`config.mk`:
```
export PLATFORM = sky130hd
export DESIGN_NAME = hdc_drive_control_regs
export DESIGN_NICKNAME = d
export VERILOG_FILES = /design/src/hdc_open_period_timer.v /design/src/hdc_drive_control_regs.v
export VERILOG_INCLUDE_DIRS = /design/src
export SDC_FILE = /design/constraint.sdc
export NUM_CORES = 1
export LEC_CHECK = 0
export ABC_AREA = 1
export BUFFER_PORTS_ARGS = -buffer_cell sky130_fd_sc_hd__buf_2
export CAP_MARGIN = 20
export CORE_MARGIN = 2
export CORE_UTILIZATION = 30
export DETAILED_ROUTE_END_ITERATION = 6
export PLACE_DENSITY = 0.57
export REMOVE_ABC_BUFFERS = 1
export SKIP_LAST_GASP = 1
export SLEW_MARGIN = 20
export SYNTH_ARGS = -nofsm -noshare
export SYNTH_HDL_FRONTEND = slang
export SYNTH_HIERARCHICAL = 1
export SYNTH_SLANG_ARGS = --single-unit
```
`constraint.sdc`:
```
create_clock -name ref_clk_i -period 5.6 [get_ports ref_clk_i]
set_input_delay 0.56 -clock ref_clk_i [delete_from_list [all_inputs] [get_ports ref_clk_i]]
set_output_delay 0.56 -clock ref_clk_i [all_outputs]
set_load 0.005 [all_outputs]
```
`src/hdc_drive_defines.vh`:
```
// Constants for the haptic drive control register bank
`ifndef HDC_DRIVE_DEFINES_VH
`define HDC_DRIVE_DEFINES_VH

// ****************************************
// Register map
// ****************************************
`define HDC_ADDR_CFG_A      8'h1d
`define HDC_ADDR_CFG_B      8'h1e
`define HDC_CFG_A_RST       8'ha0
`define HDC_CFG_B_RST       8'h20
`define HDC_CFG_B_WMASK     8'hf1
`define HDC_RDATA_NONE      8'h00

// ****************************************
// Field positions, drive_config_a
// ****************************************
`define HDC_NG_HI           7
`define HDC_NG_LO           6
`define HDC_ERM_LOOP        5
`define HDC_SUP_OFF         4
`define HDC_FMT             3
`define HDC_RATE            2
`define HDC_INSEL           1
`define HDC_OPEN            0

// ****************************************
// Field positions, drive_config_b
// ****************************************
`define HDC_ZC_HI           7
`define HDC_ZC_LO           6
`define HDC_CAL_HI          5
`define HDC_CAL_LO          4
`define HDC_OTP_STAT        2
`define HDC_OTP_PROG        0

// ****************************************
// Modes and levels
// ****************************************
`define HDC_MODE_EXT_INPUT  3'h3
`define HDC_NG_2PCT         8'h05
`define HDC_NG_4PCT         8'h0a
`define HDC_NG_8PCT         8'h14
`define HDC_SIGN_FLIP       8'h80
`define HDC_PWM_HALF_DIV    6'h3f

// ****************************************
// Timing
// ****************************************
`define HDC_CLK_PERIOD_NS   100
`define HDC_OL_UNIT_NS      98460
`define HDC_OL_UNIT_CYC     (`HDC_OL_UNIT_NS / `HDC_CLK_PERIOD_NS)
`define HDC_ZC0_NS          100000
`define HDC_ZC1_NS          200000
`define HDC_ZC2_NS          300000
`define HDC_ZC3_NS          390000
`define HDC_ZC0_CYC         (`HDC_ZC0_NS / `HDC_CLK_PERIOD_NS)
`define HDC_ZC1_CYC         (`HDC_ZC1_NS / `HDC_CLK_PERIOD_NS)
`define HDC_ZC2_CYC         (`HDC_ZC2_NS / `HDC_CLK_PERIOD_NS)
`define HDC_ZC3_CYC         (`HDC_ZC3_NS / `HDC_CLK_PERIOD_NS)

`endif

```
`src/hdc_open_period_timer.v`:
```
// Open-loop resonant drive period timer
`timescale 1ns/10ps

module hdc_open_period_timer #(
  parameter UNIT_CYCLES = 984              // Cycles per period step
) (
  input  wire       ref_clk_i,             // System clock
  input  wire       rst_i,                 // Async reset, active high
  input  wire       run_i,                 // Timer enabled
  input  wire [6:0] period_i,              // Period in steps
  output reg        tick_o                 // One pulse per period
);

  // ****************************************
  // Counters
  // ****************************************
  reg [16:0] unit_cnt_r;                   // Counts cycles inside a step
  reg [6:0]  step_cnt_r;                   // Counts steps inside a period
  wire       unit_end;                     // Last cycle of a step
  wire       step_end;                     // Last step of a period

  assign unit_end = (unit_cnt_r == UNIT_CYCLES[16:0] - 17'h00001);
  assign step_end = (step_cnt_r == period_i - 7'h01);

  // Step and period counting; a zero period yields no ticks
  always @(posedge ref_clk_i or posedge rst_i) begin
    if (rst_i) begin
      unit_cnt_r <= 17'h00000;
      step_cnt_r <= 7'h00;
      tick_o     <= 1'b0;
    end else if (!run_i || (period_i == 7'h00)) begin
      // Held idle so a restart begins on a clean period
      unit_cnt_r <= 17'h00000;
      step_cnt_r <= 7'h00;
      tick_o     <= 1'b0;
    end else if (unit_end) begin
      unit_cnt_r <= 17'h00000;
      if (step_end) begin
        step_cnt_r <= 7'h00;
        tick_o     <= 1'b1;
      end else begin
        step_cnt_r <= step_cnt_r + 7'h01;
        tick_o     <= 1'b0;
      end
    end else begin
      unit_cnt_r <= unit_cnt_r + 17'h00001;
      tick_o     <= 1'b0;
    end
  end

endmodule // hdc_open_period_timer

```
`src/hdc_drive_control_regs.v`:
```
// Haptic drive control register bank with its decoded drive controls
//
// Function
// - Noise gate off, 2, 4 or 8 percent
// - Eccentric motor: bit 0 closed, 1 open loop
// - Closed-loop eccentric drive gets overdrive and braking
// - Supply compensation on unless disable bit set
// - Direct playback data signed at 0, unsigned 1
// - Resonant amplitude update once or twice per cycle
// - Mode 3 input pin: PWM or analog
// - Mode 3 amplitude scaled by duty or analog level, other modes pass it through
// - Open bit: fixed frequency except with analog input or eccentric motor, else auto-resonance
// - PWM open drive divides PWM frequency by 128
// - Other modes take frequency from period field
// - Open period is field times 984 cycles, 98.4 us at 10 MHz
`timescale 1ns/10ps
`include "hdc_drive_defines.vh"

module hdc_drive_control_regs #(
  parameter OL_UNIT_CYCLES = `HDC_OL_UNIT_CYC  // Cycles per open period step
) (
  input  wire        ref_clk_i,            // System clock, 10 MHz
  input  wire        rst_i,                // Async reset, active high
  input  wire [7:0]  reg_addr_i,           // Register address from I2C engine
  input  wire [7:0]  reg_wdata_i,          // Write data
  input  wire        reg_wr_i,             // Write strobe, one cycle
  input  wire        reg_rd_i,             // Read strobe, one cycle
  output reg  [7:0]  reg_rdata_o,          // Read data, valid after read strobe
  input  wire [2:0]  mode_i,               // Operating mode field
  input  wire        erm_select_i,         // High when eccentric motor fitted
  input  wire        input_trigger_pin_i,  // PWM input pin level
  input  wire [6:0]  open_drive_period_i,  // Open period field from its register
  input  wire [7:0]  pwm_duty_i,           // Measured PWM duty, 0..255
  input  wire [7:0]  analog_level_i,       // Measured analog level, 0..255
  input  wire [7:0]  wave_amp_i,           // Waveform amplitude from playback
  input  wire [7:0]  direct_host_playback_i, // Raw direct playback byte
  input  wire        otp_done_i,           // Pulse when OTP write completes
  output reg  [1:0]  noise_gate_level_o,   // Noise gate field
  output reg         rotary_motor_loop_select_o, // 1 open loop
  output reg         erm_boost_brake_o,    // Overdrive and braking enable
  output reg         supply_comp_en_o,     // Supply compensation active
  output reg         playback_signed_o,    // Direct playback data signed
  output reg  [7:0]  playback_level_o,     // Playback byte as offset binary
  output reg         resonant_update_rate_o, // 1 twice per cycle
  output reg         analog_input_o,       // Pin used as analog input
  output reg  [7:0]  drive_amp_o,          // Scaled drive amplitude
  output reg         open_drive_active_o,  // Fixed-frequency resonant drive
  output reg         commutate_o,          // Open drive polarity
  output reg  [11:0] zero_cross_cycles_o,  // Zero-cross window in cycles
  output reg  [1:0]  cal_time_sel_o,       // Auto-calibration duration field
  output reg         otp_program_start_o   // One pulse starts OTP write
);

  // ****************************************
  // Register storage
  // ****************************************
  reg  [7:0] cfg_a_r;                      // drive_config_a
  reg  [7:0] cfg_b_r;                      // drive_config_b, writable bits
  reg        otp_status_r;                 // Sticky programmed flag
  reg        otp_started_r;                // Program once per reset
  reg        pwm_prev_r;                   // Last pin sample for edges
  reg  [5:0] pwm_edge_cnt_r;               // Edges in a half period
  reg        pwm_comm_r;                   // PWM-derived polarity
  reg        timer_comm_r;                 // Timer-derived polarity
  reg  [7:0] drive_amp_nxt;                // Next scaled amplitude
  reg  [7:0] gated;                        // Gated scale source
  reg [15:0] product;                      // Amplitude product
  wire       pwm_rise;                     // PWM rising edge
  wire       ext_mode;                     // External input mode
  wire       pwm_open;                     // Open drive fed by PWM
  wire       open_ok;                      // Open drive permitted
  wire       timer_tick;                   // Period timer tick
  wire       prog_req;                     // Program bit written high

  // Gate a level to zero below the selected threshold
  function [7:0] ng_gate;
    input [7:0] level;
    input [1:0] sel;
    reg   [7:0] thr;
    begin
      thr = 8'h00;
      if (sel == 2'h1) begin
        thr = `HDC_NG_2PCT;
      end else if (sel == 2'h2) begin
        thr = `HDC_NG_4PCT;
      end else if (sel == 2'h3) begin
        thr = `HDC_NG_8PCT;
      end
      ng_gate = (level < thr) ? 8'h00 : level;
    end
  endfunction

  // Zero-cross window length in clock cycles
  function [11:0] zc_cycles;
    input [1:0]  sel;
    reg   [31:0] cyc;                      // Full-width count before the cut
    begin
      case (sel)
        2'h0:    cyc = `HDC_ZC0_CYC;
        2'h1:    cyc = `HDC_ZC1_CYC;
        2'h2:    cyc = `HDC_ZC2_CYC;
        default: cyc = `HDC_ZC3_CYC;
      endcase
      // All four windows fit in twelve bits
      zc_cycles = cyc[11:0];
    end
  endfunction

  assign ext_mode   = (mode_i == `HDC_MODE_EXT_INPUT);
  // Analog plus open drive is unsupported, so auto-resonance is kept
  assign open_ok    = cfg_a_r[`HDC_OPEN] && !(ext_mode && cfg_a_r[`HDC_INSEL]);
  assign pwm_open   = open_ok && ext_mode;
  assign pwm_rise   = input_trigger_pin_i && !pwm_prev_r;
  assign prog_req   = reg_wr_i && (reg_addr_i == `HDC_ADDR_CFG_B) &&
                      reg_wdata_i[`HDC_OTP_PROG];

  // ****************************************
  // Register writes
  // ****************************************
  always @(posedge ref_clk_i or posedge rst_i) begin
    if (rst_i) begin
      cfg_a_r <= `HDC_CFG_A_RST;
      cfg_b_r <= `HDC_CFG_B_RST;
    end else if (reg_wr_i) begin
      if (reg_addr_i == `HDC_ADDR_CFG_A) begin
        cfg_a_r <= reg_wdata_i;
      end else if (reg_addr_i == `HDC_ADDR_CFG_B) begin
        // Reserved and status bits are not storable
        cfg_b_r <= reg_wdata_i & `HDC_CFG_B_WMASK;
      end
    end
  end

  // ****************************************
  // Register reads
  // ****************************************
  always @(posedge ref_clk_i or posedge rst_i) begin
    if (rst_i) begin
      reg_rdata_o <= 8'h00;
    end else if (reg_rd_i) begin
      if (reg_addr_i == `HDC_ADDR_CFG_A) begin
        reg_rdata_o <= cfg_a_r;
      end else if (reg_addr_i == `HDC_ADDR_CFG_B) begin
        reg_rdata_o <= cfg_b_r | {5'h00, otp_status_r, 2'h0};
      end else begin
        // Unmapped addresses read as zero
        reg_rdata_o <= `HDC_RDATA_NONE;
      end
    end
  end

  // ****************************************
  // OTP programming
  // ****************************************
  // Done sets status even on the cycle a start is requested
  always @(posedge ref_clk_i or posedge rst_i) begin
    if (rst_i) begin
      otp_status_r        <= 1'b0;
      otp_started_r       <= 1'b0;
      otp_program_start_o <= 1'b0;
    end else begin
      if (otp_done_i) begin
        otp_status_r <= 1'b1;
      end
      // Fuses burn once: later requests are ignored until reset
      if (prog_req && !otp_started_r && !otp_status_r) begin
        otp_started_r       <= 1'b1;
        otp_program_start_o <= 1'b1;
      end else begin
        otp_program_start_o <= 1'b0;
      end
    end
  end

  // ****************************************
  // PWM frequency recovery
  // ****************************************
  // Toggle every 64 edges gives one drive period per 128 input periods
  always @(posedge ref_clk_i or posedge rst_i) begin
    if (rst_i) begin
      pwm_prev_r     <= 1'b0;
      pwm_edge_cnt_r <= 6'h00;
      pwm_comm_r     <= 1'b0;
    end else begin
      pwm_prev_r <= input_trigger_pin_i;
      if (!pwm_open) begin
        pwm_edge_cnt_r <= 6'h00;
      end else if (pwm_rise) begin
        if (pwm_edge_cnt_r == `HDC_PWM_HALF_DIV) begin
          pwm_edge_cnt_r <= 6'h00;
          pwm_comm_r     <= !pwm_comm_r;
        end else begin
          pwm_edge_cnt_r <= pwm_edge_cnt_r + 6'h01;
        end
      end
    end
  end

  // ****************************************
  // Period-field frequency source
  // ****************************************
  // Half steps, so two polarity toggles make one full drive period;
  // an odd OL_UNIT_CYCLES loses its half cycle
  hdc_open_period_timer #(
    .UNIT_CYCLES (OL_UNIT_CYCLES / 2)
  ) u_period_timer (
    .ref_clk_i   (ref_clk_i),
    .rst_i       (rst_i),
    .run_i       (open_ok && !ext_mode),
    .period_i    (open_drive_period_i),
    .tick_o      (timer_tick)
  );

  // Timer toggles polarity once per half drive period
  always @(posedge ref_clk_i or posedge rst_i) begin
    if (rst_i) begin
      timer_comm_r <= 1'b0;
    end else if (timer_tick) begin
      timer_comm_r <= !timer_comm_r;
    end
  end

  // ****************************************
  // Amplitude scaling
  // ****************************************
  always @* begin
    gated   = ng_gate(cfg_a_r[`HDC_INSEL] ? analog_level_i : pwm_duty_i,
                      cfg_a_r[`HDC_NG_HI:`HDC_NG_LO]);
    product = wave_amp_i * gated;
    if (ext_mode) begin
      drive_amp_nxt = product[15:8];
    end else begin
      drive_amp_nxt = wave_amp_i;
    end
  end

  // ****************************************
  // Registered control outputs
  // ****************************************
  always @(posedge ref_clk_i or posedge rst_i) begin
    if (rst_i) begin
      noise_gate_level_o         <= 2'h0;
      rotary_motor_loop_select_o <= 1'b0;
      erm_boost_brake_o          <= 1'b0;
      supply_comp_en_o           <= 1'b0;
      playback_signed_o          <= 1'b0;
      playback_level_o           <= 8'h00;
      resonant_update_rate_o     <= 1'b0;
      analog_input_o             <= 1'b0;
      drive_amp_o                <= 8'h00;
      open_drive_active_o        <= 1'b0;
      commutate_o                <= 1'b0;
      zero_cross_cycles_o        <= 12'h000;
      cal_time_sel_o             <= 2'h0;
    end else begin
      noise_gate_level_o         <= cfg_a_r[`HDC_NG_HI:`HDC_NG_LO];
      rotary_motor_loop_select_o <= cfg_a_r[`HDC_ERM_LOOP];
      erm_boost_brake_o          <= erm_select_i && !cfg_a_r[`HDC_ERM_LOOP];
      supply_comp_en_o           <= !cfg_a_r[`HDC_SUP_OFF];
      playback_signed_o          <= !cfg_a_r[`HDC_FMT];
      // Signed bytes map to offset binary so both forms share one scale
      if (cfg_a_r[`HDC_FMT]) begin
        playback_level_o <= direct_host_playback_i;
      end else begin
        playback_level_o <= direct_host_playback_i ^ `HDC_SIGN_FLIP;
      end
      resonant_update_rate_o     <= cfg_a_r[`HDC_RATE];
      analog_input_o             <= ext_mode && cfg_a_r[`HDC_INSEL];
      drive_amp_o                <= drive_amp_nxt;
      open_drive_active_o        <= open_ok && !erm_select_i;
      commutate_o                <= pwm_open ? pwm_comm_r : timer_comm_r;
      zero_cross_cycles_o        <= zc_cycles(cfg_b_r[`HDC_ZC_HI:`HDC_ZC_LO]);
      cal_time_sel_o             <= cfg_b_r[`HDC_CAL_HI:`HDC_CAL_LO];
    end
  end

endmodule // hdc_drive_control_regs

```
; ---- After elaboration in Yosys (flattened, before gate mapping)
; Cells that the tools add are included.
[word_totals]
register_bits = 98
latch_bits = 0
ramBits = 0
rom_bits = 0
inputBits = 65
out_inout_bits = 49
elab_cells = 100
memories = 0
[classes]
n_addsub = 4
mul = 1
n_div = 0
n_lt_le_gt_ge = 1
eq_ne = 12
shift = 0
n_mux = 23
bitwise = 3
n_reduce_logical = 30
[ops]
columns = cell, n
row1 = $mux W8, 6
row2 = $pmux W12 S3, 1
row3 = $mux W17, 2
row4 = $mux W7, 3
row5 = $mux W6, 3
row6 = $add A17 B1 Y17 const B, 1
row7 = $eq A17 B9 Y1 const B, 1
row8 = $eq A8 B5 Y1 const B, 2
row9 = $mul A8 B8 Y16, 1
row10 = $mux W5, 3
row11 = $logic_not A1 Y1, 12
row12 = $logic_and A1 B1 Y1, 11
row13 = $lt A8 B8 Y1, 1
row14 = $or A8 B3 Y8, 1
row15 = $add A7 B1 Y7 const B, 1
row16 = $eq A7 B7 Y1, 1
row17 = $logic_not A7 Y1, 1
row18 = $sub A7 B1 Y7 const B, 1
row19 = $add A6 B1 Y6 const B, 1
row20 = $eq A2 B2 Y1 const B, 3
row21 = $eq A6 B6 Y1 const B, 1
row22 = $reduce_and A3 Y1, 2
row23 = $mux W1, 5
row24 = $eq A2 B1 Y1 const B, 2
row25 = other kinds (7), 8

; ---- Longest topological paths before layout
[depth]
depth_word = 8
depth_mapped = 30
depth_no_buf = 30

; ---- Cells and area by module
; The synthesis kept the hierarchy.
[modules_own_cells]
columns = mod, instances, cells_each, area_each_um2, seq_area_each_um2
row1 = hdc_drive_control_regs, 1, 563, 4800.9, 1730.4
row2 = hdc_open_period_timer, 1, 235, 1676.6, 625.6

; ---- Least setup slack after synthesis
; Ideal clock, no wire load.
[synth_timing]
kind = input to register
start = input analog_level_i[3]
end = register drive_amp_o[7]
setup_ns = 0.117
arrival_ns = 4.815
t_required_ns = 5.483
slack_ns = 0.667
path_stages = 23
path_buffers = 0
path_cell_list = nand2_1 > nand2_1 > ha_1 > a21oi_1 > nand2_1 > nand2_2 > nand2_4 > nand2_1 > nor2_1 > fa_1 > fa_1 > fa_1 > inv_1 > fa_1 > inv_1 > ha_1 > a21o_2 > a31oi_1 > nor2_1 > nor3_1 > nand3_1 > nand3_1 > nand2_1
[synth_between]
elab_chain_len = 5
[synth_lines]
columns = item, line_no
row1 = start: declaration, hdc_drive_control_regs.v:34  ; input wire [7:0] analog_level_i,
row2 = $mux W8 *, hdc_drive_control_regs.v:227  ; gated = ng_gate(cfg_a_r[`HDC_INSEL] ? analog_level_i : pwm_duty_i,
row3 = $lt A8 B8 Y1, hdc_drive_control_regs.v:89  ; ng_gate = (level < thr) ? 8'h00 : level;
row4 = $mux W8 *, hdc_drive_control_regs.v:89
row5 = $mul A8 B8 Y16 *, hdc_drive_control_regs.v:229  ; product = wave_amp_i * gated;
row6 = $mux W8 *, hdc_drive_control_regs.v:230  ; if (ext_mode) begin
row7 = named net drive_amp_nxt[7], hdc_drive_control_regs.v:65  ; reg [7:0] drive_amp_nxt;
row8 = end signal: assignment, hdc_drive_control_regs.v:269  ; drive_amp_o <= drive_amp_nxt;
row9 = end: declaration, hdc_drive_control_regs.v:46  ; output reg [7:0] drive_amp_o,
; Mark *: on every way through the listed nets, which the timed path passes. The rest lies on a longest branch.
; A chain may end at the register's enable or synchronous reset.

; ---- Worst setup path in the final report
[layout_timing]
start = register cfg_a_r[1]
end = register drive_amp_o[7]
[layout_between]
elab_chain_len = 5
[layout_lines]
columns = item, line_no
row1 = start: declaration, hdc_drive_control_regs.v:57  ; reg [7:0] cfg_a_r;
row2 = start signal: assignment, hdc_drive_control_regs.v:122  ; cfg_a_r <= `HDC_CFG_A_RST;
row3 = start signal: assignment, hdc_drive_control_regs.v:126  ; cfg_a_r <= reg_wdata_i;
row4 = $mux W8 *, hdc_drive_control_regs.v:227
row5 = $lt A8 B8 Y1, hdc_drive_control_regs.v:89
row6 = $mux W8 *, hdc_drive_control_regs.v:89
row7 = $mul A8 B8 Y16 *, hdc_drive_control_regs.v:229
row8 = $mux W8 *, hdc_drive_control_regs.v:230
row9 = named net drive_amp_nxt[7], hdc_drive_control_regs.v:65
; Marks and branches as above.

==> results.ini <==
[final_layout]
area_growth_pct = 18.3
stdcell_area_um2 = 7660
drive_above_1_share_pct = 20.2
fill_cells = 2209
diodes = 0
regArea_um2 = 2360
final_net_count = 1053
multi_input_area_um2 = 3540

[worst_hold_path]
hold_class = input pin to asynchronous set/reset pin

[detailed_routing]
antenna_left = 0
firstDrtPassIters = 7
drc = 0
drt_iter0_markers = 273
drt-total-wl_mm = 15.5
wl_per_cell_um = 13.0
via_per_inst = 4.49
via_count = 5345

[setup_path]
crit_path_frequent_cell = nand2_1
critPathMaxFanout = 8
crit_path_start_kind = flop
r2r-start = cfg_a_r[1]
cp_slowest_stage_delay_ns = 0.57
r2r_cells = 26
r2r_slack_ns = 0.35
timing.rr.end = drive_amp_o[7]
worstSetupPathType = flop to flop
critPathCaptureType = flop
worst_ep_arrival_time_ns = 5.48
required_ns = 5.84
cp_slowest_cell = fa_1
cp-startpoint = cfg_a_r[1]

[synthesis]
synth_ff_type = dfrtp_1
synth_cell_types = 50
ys_top_cells_by_count = nand2_1 (167), inv_1 (129), nor2_1 (111), dfrtp_1 (91), nand3_1 (49)
yosysMostFrequentCell = nand2_1
synth_seq_cells = 94
synth_area_per_cell_um2 = 8.12
synth_warnings = 6
synth_top_area_share_pct = 35.2
syn_area_um2 = 6480
yosys-top-cells-area = dfrtp_1 (35%), fa_1 (11%), nand2_1 (9.7%)
synth_edf_count = 0
ys_seq_area_share_pct = 36.4
synthArstFlopShare_pct = 100
netlist_instances = 798
yosysTopAreaCell = dfrtp_1

[pwr]
p_leak_uw = 0.00400
powerDensity_nw_per_um2 = 275
ir_worst_vdd_mv = 0.105

[sta]
slew_headroom_pct = 39.8
slew_violations = 0
period_minus_slack_ns = 5.25
clock_skew_ns = 0.0102
hold_viol = 0
holdWs_ns = 0.0708
max_clock_freq_mhz = 191
worst_pin_slew_ns = 0.898
finalCritPeriodShare_pct = 93.7
rsz0062_at_grt = true
setup_viol = 0

[run]
drv_cap = 0

[clock_tree]
insertion_delay_ns = 0.35
clk_pin_slew_ns = 0.07
clkSinkCount = 94
numCtsBuffers = 9
cts_max_path_buffers = 2
cts_tree = yes
h-tree-depth = 3
cts_hold_buf = 0
clockRootBuffer = clkbuf_16
cts_setup_buffers = 0
ctsResizeCount = 0

[global_route]
grt.total_usage_pct = 14.5
grt_max_degree = 67
grt_pass1_vias = 5404
antenna_found_initial = 0
global_route.overflow_total = 0
grt_first_pass_wirelength_mm = 26.0

[floorplanning]
die-height_um = 151
die_w_um = 151
io_pins = 114
die-area_um2 = 22800
rows = 53
initial_core_util_pct = 30.7
core_area_um2 = 21100

[place]
dpl.hpwl_mm = 12.2
gp_congestion = 0.903
portBuffers = 111
placed_area_um2 = 7320

[run_status]
status = complete, no violations

==> routing by layer <==
layer	up-vias	wire length (um)	GRT usage [%]
met1	2502	7590	19.7
li1	2702	-	-
met3	18	845	2.56
met4	0	205	4.11
met5	-	0	0
met2	123	6830	23.7
==> critical path: cells and delay by family (launching register included) <==
kind	cells	cell delay [ns]
fa+ha+maj	6	2.66
simple gates	15	1.33
flops	1	0.48
compound gates	2	0.41
buf+inv	3	0.22
==> registers in the layout (all words and copies together) (netlist names), 2 cells and up <==
| signal | cells |
|---|---|
| cal_time_sel_o | 2 |
| cfg_a_r | 8 |
| cfg_b_r | 5 |
| drive_amp_o | 8 |
| noise_gate_level_o | 2 |
| playback_level_o | 8 |
| pwm_edge_cnt_r | 6 |
| reg_rdata_o | 8 |
| u_period_timer/step_cnt_r | 7 |
| u_period_timer/unit_cnt_r | 17 |
| zero_cross_cycles_o | 8 |
==> per-stage QoR <==
step	setup TNS, ns	util, %	worst slack, ns	instances	power (uW)
after floorplan	0	-	0.502	785	1240
after global placement	0	34.7	0.281	1175	1440
after detailed placement	0	34.7	0.168	1175	1440
after CTS	0	36.2	0.167	1191	2120
after global routing	-0.0822	36.3	-0.0771	1191	2280
final	0	36.3	0.353	1191	2110
==> area by class of cell <==
type                       count  area share, %
timing repair buffer         115           7.64
clock buffer                  11           3.17
clock inverter                 5           1.06
inverter                     137           6.73
sequential                    94           30.8
tap                          275           4.49
multi-input combinational    554           46.1
==> report_power, final <==
part	leakage (uW)	internal, uW	switching, uW
registers	0.00121	705	13.1
logic	0.00263	270	443
clock network	0.000156	405	269
==> how the worst max path moves through the flow <==
stage | to | slack [ns] | cells after the start
4_1_cts | drive_amp_o[7] | 0.17 | 24
2_1_floorplan | drive_amp_o[7] | 0.50 | 24
6_report | drive_amp_o[7] | 0.35 | 26
3_5_place_dp | drive_amp_o[7] | 0.17 | 24
5_1_grt | drive_amp_o[6] | -0.08 | 26
3_3_place_gp | drive_amp_o[7] | 0.28 | 26
==> logic make-up after synthesis <==
kind of cell / after synthesis / synth area share, %
compound gates: 62 / 5.52
xor+xnor: 17 / 2.30
fa+ha+maj: 77 / 18.9
buf+inv: 151 / 9.39
flops: 94 / 36.4
mux: 2 / 0.328
other cells: 2 / 0.116
simple gates: 393 / 27.0
==> layout by cell type (no fill, tap or decap), types with 8 or more instances in the layout <==
cell type,n
a21oi_1,18
dfrtp_1,90
fa_1,35
xor2_1,10
nand2_2,13
nand2_1,164
a31oi_1,8
nand3_1,49
nor2_1,109
ha_1,42
nor3_1,18
buf_2,111
clkbuf_16,9
inv_1,127
o21ai_0,21
No activity file was read; power rests on OpenSTA's default activity.
